--- src/inc/pjch_pkg.sv ---
// Constants, field layouts and carrier types of the pipeline control block.
// Assumes a 16-bit instruction word and a 16-bit code address without segments.
package pjch_pkg;

	// ******************************************************************
	// Widths.
	// ******************************************************************
	localparam int PJCH_AW = 16;
	localparam int PJCH_DW = 16;
	localparam int PJCH_RW = 32;
	localparam int PJCH_BAW = 8;
	localparam int PJCH_NSFR = 11;
	localparam int PJCH_SIW = 4;

	// ******************************************************************
	// Core register indices.
	// ******************************************************************
	localparam logic [3:0] SFR_CP = 4'h0;
	localparam logic [3:0] SFR_DPP0 = 4'h1;
	localparam logic [3:0] SFR_SP = 4'h5;
	localparam logic [3:0] SFR_PSW = 4'h6;
	localparam logic [3:0] SFR_SYSCFG = 4'h7;
	localparam logic [3:0] SFR_BUSAREA = 4'h8;
	localparam logic [3:0] SFR_P3DIR = 4'h9;
	localparam logic [3:0] SFR_P3LATCH = 4'ha;
	localparam logic [15:0] SFR_RST = 16'h0000;

	// ******************************************************************
	// Status word fields, stack and program counter steps, program counter reset.
	// ******************************************************************
	localparam int PSW_IEN_BIT = 11;
	localparam int PSW_CPU_PRIORITY_LEVEL_LSB = 12;
	localparam int PSW_CPU_PRIORITY_LEVEL_W = 4;
	localparam logic [15:0] SP_STEP = 16'h0002;
	localparam logic [15:0] PC_STEP = 16'h0002;
	localparam logic [15:0] PC_RST = 16'h0000;

	// ******************************************************************
	// Software register map.
	// ******************************************************************
	localparam logic [7:0] REG_CTRL = 8'h00;
	localparam logic [7:0] REG_STATUS = 8'h04;
	localparam logic [7:0] REG_HITS = 8'h08;
	localparam logic [7:0] REG_MISSES = 8'h0c;
	localparam logic [7:0] REG_SFR_BASE = 8'h40;
	localparam int CTRL_EN_BIT = 0;
	localparam int CTRL_INV_BIT = 1;
	localparam logic CTRL_EN_RST = 1'b1;

	// ******************************************************************
	// Types.
	// ******************************************************************
	typedef enum logic [1:0] {BUS_NONE, BUS_WRITE, BUS_FETCH, BUS_READ} pjch_bus_e;

	typedef enum logic {FILL_IDLE, FILL_WAIT} pjch_fill_e;

	typedef struct packed {
		logic is_cache_jump;
		logic is_branch;
		logic taken;
		logic [15:0] target;
		logic csp_change;
		logic sfr_wr;
		logic [3:0] sfr_idx;
		logic sfr_rd;
		logic ext_read;
		logic ext_write;
		logic stack_pop;
		logic stack_push;
		logic [3:0] src_reg;
		logic [3:0] dst_reg;
		logic dst_wr;
	} pjch_dec_s;

	typedef struct packed {
		logic valid;
		logic injected;
		logic irq;
		logic [15:0] addr;
		logic [15:0] instr;
		logic [15:0] mem_addr;
		logic [15:0] data;
		pjch_dec_s info;
	} pjch_stage_s;

endpackage : pjch_pkg

--- src/design/pjch_pipe_ctrl.sv ---
// Four-stage pipeline control with a one-entry jump cache, core pointers and bus request priority.
// Assumes an outside decoder that turns the decode-stage word into pjch_dec_s in the same cycle.
//
// The register addresses and strobed register access are this design's own decisions.
`timescale 1ns/1ns
module pjch_pipe_ctrl (
	// Clock and reset.
	input wire logic clk,
	input wire logic rst,
	// Software register port.
	input wire logic [pjch_pkg::PJCH_BAW-1:0] reg_addr,
	input wire logic [pjch_pkg::PJCH_RW-1:0] reg_wdata,
	input wire logic reg_wr,
	input wire logic reg_rd,
	output logic [pjch_pkg::PJCH_RW-1:0] reg_rdata,
	// Decoder and datapath.
	output logic [pjch_pkg::PJCH_DW-1:0] dec_instr,
	output logic [pjch_pkg::PJCH_AW-1:0] dec_addr,
	output logic dec_valid,
	input wire pjch_pkg::pjch_dec_s dec_info,
	input wire logic [pjch_pkg::PJCH_AW-1:0] dec_mem_addr,
	input wire logic [pjch_pkg::PJCH_DW-1:0] ex_result,
	output logic fwd_from_ex,
	output logic fwd_from_wb,
	output logic [pjch_pkg::PJCH_NSFR*16-1:0] core_regs,
	output logic [pjch_pkg::PJCH_DW-1:0] rd_data,
	// External bus controller.
	output logic ebc_req,
	output pjch_pkg::pjch_bus_e ebc_kind,
	output logic [pjch_pkg::PJCH_AW-1:0] ebc_addr,
	output logic [pjch_pkg::PJCH_DW-1:0] ebc_wdata,
	input wire logic ebc_ready,
	input wire logic [pjch_pkg::PJCH_DW-1:0] ebc_rdata,
	// Interrupt request.
	input wire logic irq_req,
	input wire logic [pjch_pkg::PSW_CPU_PRIORITY_LEVEL_W-1:0] irq_level,
	input wire logic [pjch_pkg::PJCH_AW-1:0] irq_vector,
	output logic irq_ack,
	// Port 3.
	input wire logic [15:0] p3_pin,
	output logic [15:0] p3_out,
	output logic [15:0] p3_oe,
	output logic [15:0] p3_rmw_data
);
	import pjch_pkg::*;

	// ******************************************************************
	// State.
	// ******************************************************************
	pjch_stage_s fi_ff;
	pjch_stage_s dec_ff;
	pjch_stage_s ex_ff;
	pjch_stage_s wb_ff;
	logic [15:0] pc_ff;
	logic [15:0] sfr_ff [PJCH_NSFR];
	logic wr_done_ff;
	logic rd_done_ff;
	logic cache_valid_ff;
	logic [15:0] cache_tag_ff;
	logic [15:0] cache_instr_ff;
	logic [15:0] cache_taddr_ff;
	logic [15:0] fill_tag_ff;
	pjch_fill_e fill_ff;
	pjch_fill_e nxt_fill;
	logic ctrl_en_ff;
	logic [31:0] hits_ff;
	logic [31:0] misses_ff;
	logic [31:0] rdata_ff;
	logic [15:0] rd_data_ff;
	logic [15:0] pin_s1_ff;
	logic [15:0] pin_s2_ff;

	// ******************************************************************
	// Control terms.
	// ******************************************************************
	logic wr_pend;
	logic rd_pend;
	logic fet_req;
	logic fet_done;
	logic wr_gnt;
	logic rd_gnt;
	logic raw_stall;
	logic adv_back;
	logic adv_front;
	logic dec_live;
	logic redirect;
	logic hit;
	logic miss_fill;
	logic irq_take;
	logic invalidate;
	logic sw_inv;
	logic sp_hw;
	logic [15:0] nxt_sp_hw;
	logic byp;

	function automatic logic reg_match(input logic [3:0] a, input logic [3:0] b, input logic en);
		reg_match = en && (a == b);
	endfunction : reg_match

	assign dec_live = dec_ff.valid && !dec_ff.injected;
	assign wr_pend = wb_ff.valid && wb_ff.info.ext_write && !wr_done_ff;
	assign rd_pend = ex_ff.valid && ex_ff.info.ext_read && !rd_done_ff;
	assign raw_stall = dec_live && ex_ff.valid && reg_match(dec_info.sfr_idx, ex_ff.info.sfr_idx,
		dec_info.sfr_rd && ex_ff.info.sfr_wr);
	assign fet_req = !fi_ff.valid || (!raw_stall && !wr_pend && !rd_pend);
	assign wr_gnt = wr_pend;
	assign fet_done = fet_req && !wr_pend && ebc_ready;
	assign rd_gnt = rd_pend && !wr_pend && !fet_req;
	assign adv_back = (!wr_pend || (wr_gnt && ebc_ready)) && (!rd_pend || (rd_gnt && ebc_ready));
	assign adv_front = adv_back && !raw_stall;
	assign redirect = adv_front && dec_live && dec_info.is_branch && dec_info.taken;
	assign hit = redirect && dec_info.is_cache_jump && ctrl_en_ff && cache_valid_ff
		&& (cache_tag_ff == dec_ff.addr);
	assign miss_fill = redirect && dec_info.is_cache_jump && ctrl_en_ff && !hit;
	assign irq_take = adv_front && !redirect && !dec_ff.injected && irq_req
		&& sfr_ff[SFR_PSW][PSW_IEN_BIT]
		&& (irq_level > sfr_ff[SFR_PSW][PSW_CPU_PRIORITY_LEVEL_LSB +: PSW_CPU_PRIORITY_LEVEL_W]);
	assign sw_inv = reg_wr && (reg_addr == REG_CTRL) && reg_wdata[CTRL_INV_BIT];
	assign invalidate = irq_take || sw_inv || (adv_front && dec_live && dec_info.csp_change);
	assign irq_ack = irq_take;
	assign byp = fet_done && adv_front && !fi_ff.valid;

	// ******************************************************************
	// Bus request output.
	// ******************************************************************
	always_comb begin
		ebc_req = wr_pend || fet_req || rd_pend;
		ebc_kind = BUS_NONE;
		ebc_addr = pc_ff;
		ebc_wdata = wb_ff.data;
		if (wr_pend) begin
			ebc_kind = BUS_WRITE;
			ebc_addr = wb_ff.mem_addr;
		end else if (fet_req) begin
			ebc_kind = BUS_FETCH;
		end else if (rd_pend) begin
			ebc_kind = BUS_READ;
			ebc_addr = ex_ff.mem_addr;
		end
	end

	always_ff @(posedge clk) begin
		if (rst) begin
			wr_done_ff <= 1'b0;
			rd_done_ff <= 1'b0;
			rd_data_ff <= 16'h0000;
		end else begin
			wr_done_ff <= !adv_back && (wr_done_ff || (wr_gnt && ebc_ready));
			rd_done_ff <= !adv_back && (rd_done_ff || (rd_gnt && ebc_ready));
			if (rd_gnt && ebc_ready) begin
				rd_data_ff <= ebc_rdata;
			end
		end
	end

	// ******************************************************************
	// Fetch stage and program counter.
	// ******************************************************************
	always_ff @(posedge clk) begin
		if (rst) begin
			fi_ff <= '0;
			pc_ff <= PC_RST;
		end else if (redirect || irq_take) begin
			fi_ff.valid <= 1'b0;
			if (irq_take) begin
				pc_ff <= irq_vector;
			end else if (hit) begin
				pc_ff <= 16'(cache_taddr_ff + PC_STEP);
			end else begin
				pc_ff <= dec_info.target;
			end
		end else if (fet_done) begin
			fi_ff <= '0;
			fi_ff.valid <= !byp;
			fi_ff.addr <= pc_ff;
			fi_ff.instr <= ebc_rdata;
			pc_ff <= 16'(pc_ff + PC_STEP);
		end else if (adv_front) begin
			fi_ff.valid <= 1'b0;
		end
	end

	// ******************************************************************
	// Decode, execute and write back stages.
	// ******************************************************************
	always_ff @(posedge clk) begin
		if (rst) begin
			dec_ff <= '0;
		end else if (adv_front) begin
			dec_ff <= '0;
			if (hit) begin
				dec_ff.valid <= 1'b1;
				dec_ff.addr <= cache_taddr_ff;
				dec_ff.instr <= cache_instr_ff;
			end else if (redirect) begin
				dec_ff.valid <= 1'b1;
				dec_ff.injected <= 1'b1;
			end else if (irq_take) begin
				dec_ff.valid <= 1'b1;
				dec_ff.injected <= 1'b1;
				dec_ff.irq <= 1'b1;
			end else if (fi_ff.valid) begin
				dec_ff <= fi_ff;
			end else if (byp) begin
				dec_ff.valid <= 1'b1;
				dec_ff.addr <= pc_ff;
				dec_ff.instr <= ebc_rdata;
			end
		end
	end

	always_ff @(posedge clk) begin
		if (rst) begin
			ex_ff <= '0;
		end else if (adv_front) begin
			ex_ff <= dec_ff;
			ex_ff.info <= dec_live ? dec_info : '0;
			ex_ff.mem_addr <= dec_mem_addr;
		end else if (adv_back) begin
			ex_ff <= '0;
		end
	end

	always_ff @(posedge clk) begin
		if (rst) begin
			wb_ff <= '0;
		end else if (adv_back) begin
			wb_ff <= ex_ff;
			wb_ff.data <= ex_ff.info.ext_read ? rd_data_ff : ex_result;
		end
	end

	assign dec_instr = dec_ff.instr;
	assign dec_addr = dec_ff.addr;
	assign dec_valid = dec_live;
	assign rd_data = rd_data_ff;
	assign fwd_from_ex = dec_live && ex_ff.valid
		&& reg_match(dec_info.src_reg, ex_ff.info.dst_reg, ex_ff.info.dst_wr);
	assign fwd_from_wb = dec_live && wb_ff.valid
		&& reg_match(dec_info.src_reg, wb_ff.info.dst_reg, wb_ff.info.dst_wr);

	// ******************************************************************
	// Jump cache.
	// ******************************************************************
	always_comb begin
		nxt_fill = fill_ff;
		case (fill_ff)
			FILL_IDLE: begin
				if (miss_fill) begin
					nxt_fill = FILL_WAIT;
				end
			end
			FILL_WAIT: begin
				if (invalidate || redirect || fet_done) begin
					nxt_fill = miss_fill ? FILL_WAIT : FILL_IDLE;
				end
			end
			default: nxt_fill = FILL_IDLE;
		endcase
	end

	always_ff @(posedge clk) begin
		if (rst) begin
			fill_ff <= FILL_IDLE;
			fill_tag_ff <= 16'h0000;
			cache_valid_ff <= 1'b0;
			cache_tag_ff <= 16'h0000;
			cache_instr_ff <= 16'h0000;
			cache_taddr_ff <= 16'h0000;
		end else begin
			fill_ff <= nxt_fill;
			if (miss_fill) begin
				fill_tag_ff <= dec_ff.addr;
			end
			if (invalidate) begin
				cache_valid_ff <= 1'b0;
			end else if (fill_ff == FILL_WAIT && fet_done && !redirect) begin
				cache_valid_ff <= 1'b1;
				cache_tag_ff <= fill_tag_ff;
				cache_instr_ff <= ebc_rdata;
				cache_taddr_ff <= pc_ff;
			end
		end
	end

	always_ff @(posedge clk) begin
		if (rst) begin
			hits_ff <= 32'h00000000;
			misses_ff <= 32'h00000000;
		end else begin
			if (hit) begin
				hits_ff <= 32'(hits_ff + 32'h00000001);
			end
			if (miss_fill) begin
				misses_ff <= 32'(misses_ff + 32'h00000001);
			end
		end
	end

	// ******************************************************************
	// Core pointers, written by execute whenever the back end advances; stack pointer also stepped from decode.
	// ******************************************************************
	assign sp_hw = adv_front && dec_live && (dec_info.stack_pop || dec_info.stack_push);
	assign nxt_sp_hw = dec_info.stack_push ? 16'(sfr_ff[SFR_SP] - SP_STEP) : 16'(sfr_ff[SFR_SP] + SP_STEP);

	generate
		for (genvar gi = 0; gi < PJCH_NSFR; gi++) begin : g_sfr
			always_ff @(posedge clk) begin
				if (rst) begin
					sfr_ff[gi] <= SFR_RST;
				end else if (adv_back && ex_ff.valid && !ex_ff.injected && ex_ff.info.sfr_wr
					&& (ex_ff.info.sfr_idx == 4'(gi))) begin
					sfr_ff[gi] <= ex_result;
				end else if (gi == int'(SFR_SP) && sp_hw) begin
					sfr_ff[gi] <= nxt_sp_hw;
				end
			end
			assign core_regs[gi*16 +: 16] = sfr_ff[gi];
		end
	endgenerate

	// ******************************************************************
	// Port 3.
	// ******************************************************************
	always_ff @(posedge clk) begin
		if (rst) begin
			pin_s1_ff <= 16'h0000;
			pin_s2_ff <= 16'h0000;
		end else begin
			pin_s1_ff <= p3_pin;
			pin_s2_ff <= pin_s1_ff;
		end
	end

	assign p3_out = sfr_ff[SFR_P3LATCH];
	assign p3_oe = sfr_ff[SFR_P3DIR];
	assign p3_rmw_data = (sfr_ff[SFR_P3DIR] & sfr_ff[SFR_P3LATCH]) | (~sfr_ff[SFR_P3DIR] & pin_s2_ff);

	// ******************************************************************
	// Software register port.
	// ******************************************************************
	always_ff @(posedge clk) begin
		if (rst) begin
			ctrl_en_ff <= CTRL_EN_RST;
		end else if (reg_wr && reg_addr == REG_CTRL) begin
			ctrl_en_ff <= reg_wdata[CTRL_EN_BIT];
		end
	end

	always_ff @(posedge clk) begin
		if (rst) begin
			rdata_ff <= 32'h00000000;
		end else if (reg_rd) begin
			rdata_ff <= 32'h00000000;
			if (reg_addr == REG_CTRL) begin
				rdata_ff <= {31'h00000000, ctrl_en_ff};
			end else if (reg_addr == REG_STATUS) begin
				rdata_ff <= {cache_tag_ff, 14'h0000, fill_ff == FILL_WAIT, cache_valid_ff};
			end else if (reg_addr == REG_HITS) begin
				rdata_ff <= hits_ff;
			end else if (reg_addr == REG_MISSES) begin
				rdata_ff <= misses_ff;
			end else if (reg_addr >= REG_SFR_BASE && reg_addr < 8'(REG_SFR_BASE + 8'(4 * PJCH_NSFR))
				&& reg_addr[1:0] == 2'h0) begin
				rdata_ff <= {16'h0000, sfr_ff[4'(8'(reg_addr - REG_SFR_BASE) >> 2)]};
			end
		end else begin
			rdata_ff <= 32'h00000000;
		end
	end

	assign reg_rdata = rdata_ff;

endmodule : pjch_pipe_ctrl

--- config.mk ---
export PLATFORM = sky130hd
export DESIGN_NAME = pjch_pipe_ctrl
export DESIGN_NICKNAME = d
export VERILOG_FILES = /design/src/inc/pjch_pkg.sv /design/src/design/pjch_pipe_ctrl.sv
export SDC_FILE = /design/constraint.sdc
export NUM_CORES = 1
export LEC_CHECK = 0
export BUFFER_PORTS_ARGS = -buffer_cell sky130_fd_sc_hd__buf_2
export CORE_MARGIN = 3
export CORE_UTILIZATION = 50
export DETAILED_ROUTE_END_ITERATION = 8
export GPL_ROUTABILITY_DRIVEN = 1
export GPL_TIMING_DRIVEN = 0
export PLACE_DENSITY = 0.74
export SYNTH_ARGS = -nofsm -noshare
export SYNTH_HDL_FRONTEND = slang
export SYNTH_SLANG_ARGS = --single-unit
export TNS_END_PERCENT = 5
--- constraint.sdc ---
create_clock -name clk -period 4.5 [get_ports clk]
set_input_delay 1.35 -clock clk [delete_from_list [all_inputs] [get_ports clk]]
set_output_delay 1.35 -clock clk [all_outputs]
set_load 0.03 [all_outputs]
==> results by group, run 1 <==
Outcome
  • Status: complete, but fails checks
  • Failing checks: capacitance limit, slew limit

Critical path
  • CP Max Fanout: 7
  • Crit path launch type: primary input
  • WP data arrival: 3.03 ns
  • WP buf/inv: 3
  • WP depth: 8
  • CP endpoint: irq_ack
  • Crit Reg-Reg Endpoint: cache_tag_ff[14]
  • Reg2Reg Depth: 10
  • CP delay by family, top: compound AO/OA/AOI/OAI gates
  • Crit path cell chain: buf_2 > ha_1 > nor2b_1 > o211ai_1 > a211oi_4 > nand2_2 > inv_2 > buf_2
  • CP startpoint: irq_level[1]
  • WP data required: 3.15 ns
  • Most used cell, CP: buf_2
  • Crit Path Class: primary input to primary output
  • R2r startpoint: sfr_ff[6][13]
  • R2r setup slk: 0.63 ns
  • Crit end category: primary output
  • CP max-delay cell: a211oi_4
  • Critical Path Max Stage Delay: 0.36 ns

Route
  • Post-route DRC: 0
  • Wire per inst: 26.50 um
  • DRT iter0 DRCs: 3246
  • First-pass detailed-route iteration total: 9
  • Routed vias/inst: 6.204
  • DRT antenna net count: 0
  • Via count: 24320
  • Routed WL: 103.9 mm

Timing
  • Slew Viols, Final: 1
  • RSZ-0062 raised after global routing: false
  • Clock Skew: 0.03096 ns
  • Relative slew margins: -0.1953%
  • Endpoints failing setup: 0
  • Final hold vios: 0
  • Post-route minimum period: 4.381 ns
  • Worst Max-Slew Pin Slew: 1.490 ns
  • Fmax: roughly 230 MHz
  • Worst Slack Setup Final: 0.1189 ns
  • Fin crit share: 97.36%
  • Sum Neg Setup Slack: 0 ns

Hold path
  • Hold Path Depth: 1
  • Worst hold path class: register to register

Floorplan
  • Initial Util: 51.03%
  • Die Y: 233.0 um
  • Core box area: slightly above 50000 um^2
  • Die X: 233.0 um
  • Die area: 54280 um^2
  • IO Count: 512
  • Row Count: 82

CTS
  • CTS tree: done
  • CTS sink count: 541
  • # H-tree levels: 2
  • # hold bufs at CTS: 0
  • Total CTS buffers: 58
  • Clock Tree Root: clkbuf_16
  • CTS Buffer Depth: 3
  • Clock latency at the later pin of the worst-skew pair: 0.65 ns
  • Clock-pin slew on the worst setup and hold paths: 0.06 ns

Final layout
  • Layout area overhead: 21.03%
  • Post-layout net count: between 3000 and 4000
  • Non-filler cells in the finished layout: 3920
  • Layout Utilization: 61.76%
  • Fraction of layout cells with a size suffix above 1: 24.44%

Pwr
  • Pwr dens: around 380 nW/um^2
  • P_leak: 0.01297 uW
  • Tot Pwr: between 10000 and 15000 uW
  • VDD IR max: roughly 0.35 mV

Synthesis
  • Mapped Cells: between 2000 and 3000
  • Post-Syn Area: 25760 um^2
  • Avg Inst Size Synth: 9.721 um^2
  • Yosys Warn Count: 0
  • Register area share after synthesis: 48.88%
  • Synth Register Bits: 541
  • Top_reg_cell synth: dfxtp_1
  • Async S/R FF share, synth: 0%
  • Post-synthesis net count: 2841
  • Post-synth EDFFs: about 180
  • Netlist cell types: 76

Placed design
  • Setup WS pre-CTS: -0.7970 ns
  • Gpl congestion: ~1.1
  • Port Buffer Count: 478
  • # placed instances: approximately 3800
  • Dpl hpwl: approximately 80 mm

Global routing
  • Global-route wire length before repair: 149.3 mm
  • Largest net degree at the start of global routing: 17
  • All-Layer GR Usage: 37.07%
  • Initial antenna violation count: 13
  • Total global routing overflow: 0
  • Vias in the first global route: around 23000

Flow run
  • Max-cap violations: 1
## per-layer routing
metal	vias to the layer above	part of all wire, %	track usage [%]
li1	10650	-	-
met1	11760	39	49.79
met2	1595	44	56.92
met3	308	12	9.207
met4	14	5.4	16.17
met5	-	0.084	0
## stage by stage
| stage | cell area, um^2 | hold WS [ns] |
|---|---|---|
| finish | 31180 | 0.4387 |
| global route | 31160 | 0.4453 |
| CTS | 31140 | 0.4372 |
| detailed placement | 29100 | 0.4220 |
| global placement | 28990 | 0.4173 |
| floorplan | 25760 | 0.4138 |
## cell type report
cell class,count,area (um^2)
Multi-Input combinational cell,1780,11710
Fill cell,4289,19300
Timing Repair Buffer,481,2422
Buffer,295,1450
Sequential cell,541,12590
Clock buffer,83,1685
Tap cell,672,840.8
Clock inverter,26,330.3
Antenna cell,8,20.02
Inverter,34,127.6
## flip-flops by register name, indices dropped and copies added, names as in the netlist, 23 cells and up
name       count
ex_ff         30
fi_ff         33
hits_ff       32
misses_ff     32
reg_rdata     32
sfr_ff       176
wb_ff         23
## worst min-delay path by stage
stage	start	endpoint	slack, ns
after detailed placement	pin_s1_ff[9]	pin_s2_ff[9]	0.42
after CTS	pin_s1_ff[9]	pin_s2_ff[9]	0.44
after global placement	pin_s1_ff[14]	pin_s2_ff[14]	0.42
after global routing	pin_s1_ff[11]	pin_s2_ff[11]	0.45
after floorplan	pin_s1_ff[0]	pin_s2_ff[0]	0.41
final	pin_s1_ff[9]	pin_s2_ff[9]	0.44
## synthesized netlist by cell type, types with 32 or more instances
master,number,area share [%]
mux2i_1,105,4.1
clkbuf_1,176,2.6
a221oi_1,33,1.1
nand3_1,115,2.2
inv_1,33,0.48
nor2b_1,54,1.3
and2_1,167,4.1
nor2_1,192,2.8
nand2_1,214,3.1
o21ai_0,166,3.2
mux2_2,39,1.7
a21oi_1,157,3.1
a211oi_1,57,1.7
dfxtp_1,365,28
edfxtp_1,176,21
mux4_2,32,2.8
buf_4,82,2.4
## cells by family after synthesis
logic type      count (synthesis)  share of synthesized area, %
compound gates                586                         14.66
xor+xnor                       59                         2.006
fa+ha+maj                      22                         1.098
buf+inv                       329                         6.120
flops                         541                         48.88
mux                           176                         8.582
simple gates                  937                         18.66
## power by group
group / total [uW] / internal, uW / switching, uW / leakage (uW)
Sequential: 5330 / 5180 / 146 / 0.00479
Clock: 5080 / 2960 / 2110 / 0.000996
Combinational: 1380 / 427 / 950 / 0.00719
Total: 11800 / 8570 / 3210 / 0.0130
## what timing repair did
| action | in CTS | in global routing |
|---|---|---|
| setup endpoints to repair | 1 | 3 |
| endpoints found under the hold margin | 0 | 0 |
| setup buffers | 1 | 0 |
| pin swaps | 1 | 1 |
| gates resized for setup | 4 | 5 |
| gates cloned | 0 | 0 |
## layout by cell type, fill, tap and decap left out, types with 33 or more instances in the layout
cell       count
buf_4         84
edfxtp_1     176
mux2i_1      105
a21oi_1      156
clkbuf_16     58
and2_1       167
a221oi_1      33
buf_2        497
clkbuf_1     187
nor2b_1       54
nor2_1       192
nand3_1      115
nand2_1      213
a211oi_1      56
mux2_2        39
dfxtp_1      365
o21ai_0      160
(Power assumes the default switching activity.)
==> run 2, diff against run 1 <==
--- a/config.mk
+++ b/config.mk
@@ -11,6 +11,7 @@
 export DETAILED_ROUTE_END_ITERATION = 8
 export GPL_ROUTABILITY_DRIVEN = 1
 export GPL_TIMING_DRIVEN = 0
+export MAX_ROUTING_LAYER = met4
 export PLACE_DENSITY = 0.74
 export SYNTH_ARGS = -nofsm -noshare
 export SYNTH_HDL_FRONTEND = slang
==> run 2 against run 1 <==
  * The run now ends clean
  * Combinational power hardly changed
  * Routed wire length is 0.35% higher
  * Power is 1.4% lower
  * Worst setup slack worse by 0.019 ns
  * Sequential share of layout area is 0.11 points higher
  * Largest cell class unchanged
  * Non-clock buffer count stayed put
  * Die area stayed put
  * Core utilization is 0.17 points lower
  * Cell area is 0.27% lower
  * Hold slack worse by 0.0013 ns
==> results by group, run 2 (synthesized netlist as in run 1, its figures left out) <==
CTS
  • CTS sink count: 541 (unchanged)
  • # hold bufs at CTS: 0 (unchanged)
  • Clock-pin slew on the worst setup and hold paths: 0.06 ns (about the same)
  • CTS tree: done (unchanged)
  • # H-tree levels: 2 (unchanged)
  • Clock Tree Root: clkbuf_16 (unchanged)
  • Total CTS buffers: 58 (unchanged)
  • CTS Buffer Depth: 3 (unchanged)
  • Clock latency at the later pin of the worst-skew pair: 0.63 ns (was 0.65 ns)

Floorplan
  • Core box area: 50480 um^2 (unchanged)
  • Die Y: 233.0 um (unchanged)
  • Row Count: 82 (unchanged)
  • Initial Util: 51.03% (unchanged)
  • Die X: 233.0 um (unchanged)
  • IO Count: 512 (unchanged)
  • Die area: 54280 um^2 (unchanged)

Outcome
  • Status: finished, final reports clean (was complete, but fails checks)

Final layout
  • Fraction of layout cells with a size suffix above 1: 24.31% (was 24.44%)
  • Post-layout net count: 3382 (unchanged)
  • Filler cells: 4299 (was 4289)
  • Most frequent cells in the layout: buf_2 (497), dfxtp_1 (365), nand2_1 (213) (unchanged)
  • Final Instance Area: 31090 um^2 (was 31180 um^2)
  • Top Registers: sfr_ff: 176 flops, fi_ff: 33 flops (unchanged)
  • Max reg flops: 176 (unchanged)
  • FF+latch area: 12590 um^2 (unchanged)
  • Most common cell after layout, fill and taps aside: buf_2 (unchanged)
  • Multi-input gate area: 11710 um^2 (unchanged)
  • Layout area overhead: 20.70% (was 21.03%)
  • Most flop-heavy register: sfr_ff (unchanged)

Timing
  • RSZ-0062 raised after global routing: false (unchanged)
  • Endpoints failing setup: 0 (unchanged)
  • Fin crit share: 97.79% (was 97.36%)
  • Clock Skew: 0.02590 ns (was 0.03096 ns)
  • Post-route minimum period: 4.401 ns (was 4.381 ns)
  • Sum Neg Setup Slack: 0 ns (unchanged)
  • Final hold vios: 0 (unchanged)
  • Worst Max-Slew Pin Slew: 1.367 ns (was 1.490 ns)
  • Slew Viols, Final: 0 (was 1)
  • Fmax: 227.2 MHz (was 228.3 MHz)
  • Smallest hold slack: 0.4374 ns (was 0.4387 ns)
  • Relative slew margins: 7.449% (was -0.1953%)
  • Worst Slack Setup Final: 0.09939 ns (was 0.1189 ns)

Global routing
  • Total global routing overflow: 0 (unchanged)
  • Global-route wire length before repair: 148.4 mm (was 149.3 mm)
  • Initial antenna violation count: 10 (was 13)
  • All-Layer GR Usage: 38.07% (was 37.07%)
  • Vias in the first global route: 22720 (was 22860)
  • Largest net degree at the start of global routing: 17 (unchanged)

Placed design
  • Gpl congestion: 1.048 (was 1.058)
  • Port Buffer Count: 478 (unchanged)
  • DP Area: 29090 um^2 (was 29100 um^2)
  • Dpl hpwl: 80.17 mm (was 80.06 mm)
  • Setup WS pre-CTS: -0.8443 ns (was -0.7970 ns)

Route
  • Wire per inst: 26.59 um (was 26.50 um)
  • Via count: 24370 (was 24320)
  • DRT antenna net count: 0 (unchanged)
  • Routed WL: 104.3 mm (was 103.9 mm)
  • DRT iter0 DRCs: 3221 (was 3246)
  • Routed vias/inst: 6.215 (was 6.204)
  • First-pass detailed-route iteration total: 8 (was 9)
  • Post-route DRC: 0 (unchanged)

Critical path
  • WP data arrival: 3.05 ns (was 3.03 ns)
  • Crit end category: primary output (unchanged)
  • CP Max Fanout: 7 (unchanged)
  • Crit Path Class: primary input to primary output (unchanged)
  • Crit path launch type: primary input (unchanged)
  • WP data required: 3.15 ns (about the same)

Pwr
  • Tot Pwr: 11620 uW (was 11780 uW)
  • Pwr dens: 373.7 nW/um^2 (was 377.9 nW/um^2)
  • P_leak: 0.01291 uW (was 0.01297 uW)
  • VDD IR max: 0.2877 mV (was 0.3520 mV)

Hold path
  • Worst hold path class: register to register (unchanged)

Flow run
  • Max-cap violations: 0 (was 1)
==> run 2: report_power, final <==
part           internal, uW  switching (uW)
registers              5180             147
logic                   428             951
clock network          2810            2100
total                  8420            3200
==> run 2: final timing paths <==
| path | start | endpoint | slack [ns] | cells after the start |
|---|---|---|---|---|
| setup reg to reg | sfr_ff[6][13] | cache_tag_ff[10] | 0.69 | 10 |
| setup / recovery | irq_level[3] | irq_ack | 0.1 | 8 |
| hold / removal | pin_s1_ff[9] | pin_s2_ff[9] | 0.44 | 1 |
| hold reg to reg | pin_s1_ff[9] | pin_s2_ff[9] | 0.44 | 1 |
==> run 2: critical path: stages <==
cell and delay, ns:
buf_2 0.10, ha_1 0.30, nand4_1 0.13, nand4b_1 0.25
a211oi_4 0.33, nand2_2 0.19, inv_4 0.16, buf_2 0.22
==> run 2: repair_timing <==
action	in CTS	in global routing
cloned	0	0
gates resized for setup	5	4
buffers inserted	1	0
pin swaps	2	0
setup endpoints to repair	1	2
==> run 2: routing by layer <==
layer	track usage (%)	up-vias	routed length, um	share of wire [%]
li1	-	10650	-	-
met1	49.67	11780	40460	39
met2	57.08	1661	46230	44
met3	9.415	279	12650	12
met4	15.09	0	4923	4.7
met5	-	-	0	0
==> run 2: final cells by class <==
| cell class | instances | share of cell area [%] |
|---|---|---|
| Sequential cell | 541 | 40.50 |
| Multi-Input combinational cell | 1780 | 37.66 |
| Timing Repair Buffer | 481 | 7.790 |
| Clock buffer | 78 | 5.175 |
| Buffer | 295 | 4.664 |
| Tap cell | 672 | 2.704 |
| Clock inverter | 29 | 1.006 |
| Inverter | 34 | 0.4185 |
| Antenna cell | 11 | 0.08853 |
==> run 2: through the flow <==
stage          utilization [%]  cells
2_1_floorplan                -   2650
3_3_place_gp             57.44   3800
3_5_place_dp             57.64   3802
4_1_cts                  61.50   3910
5_1_grt                  61.60   3921
6_report                 61.60   3921
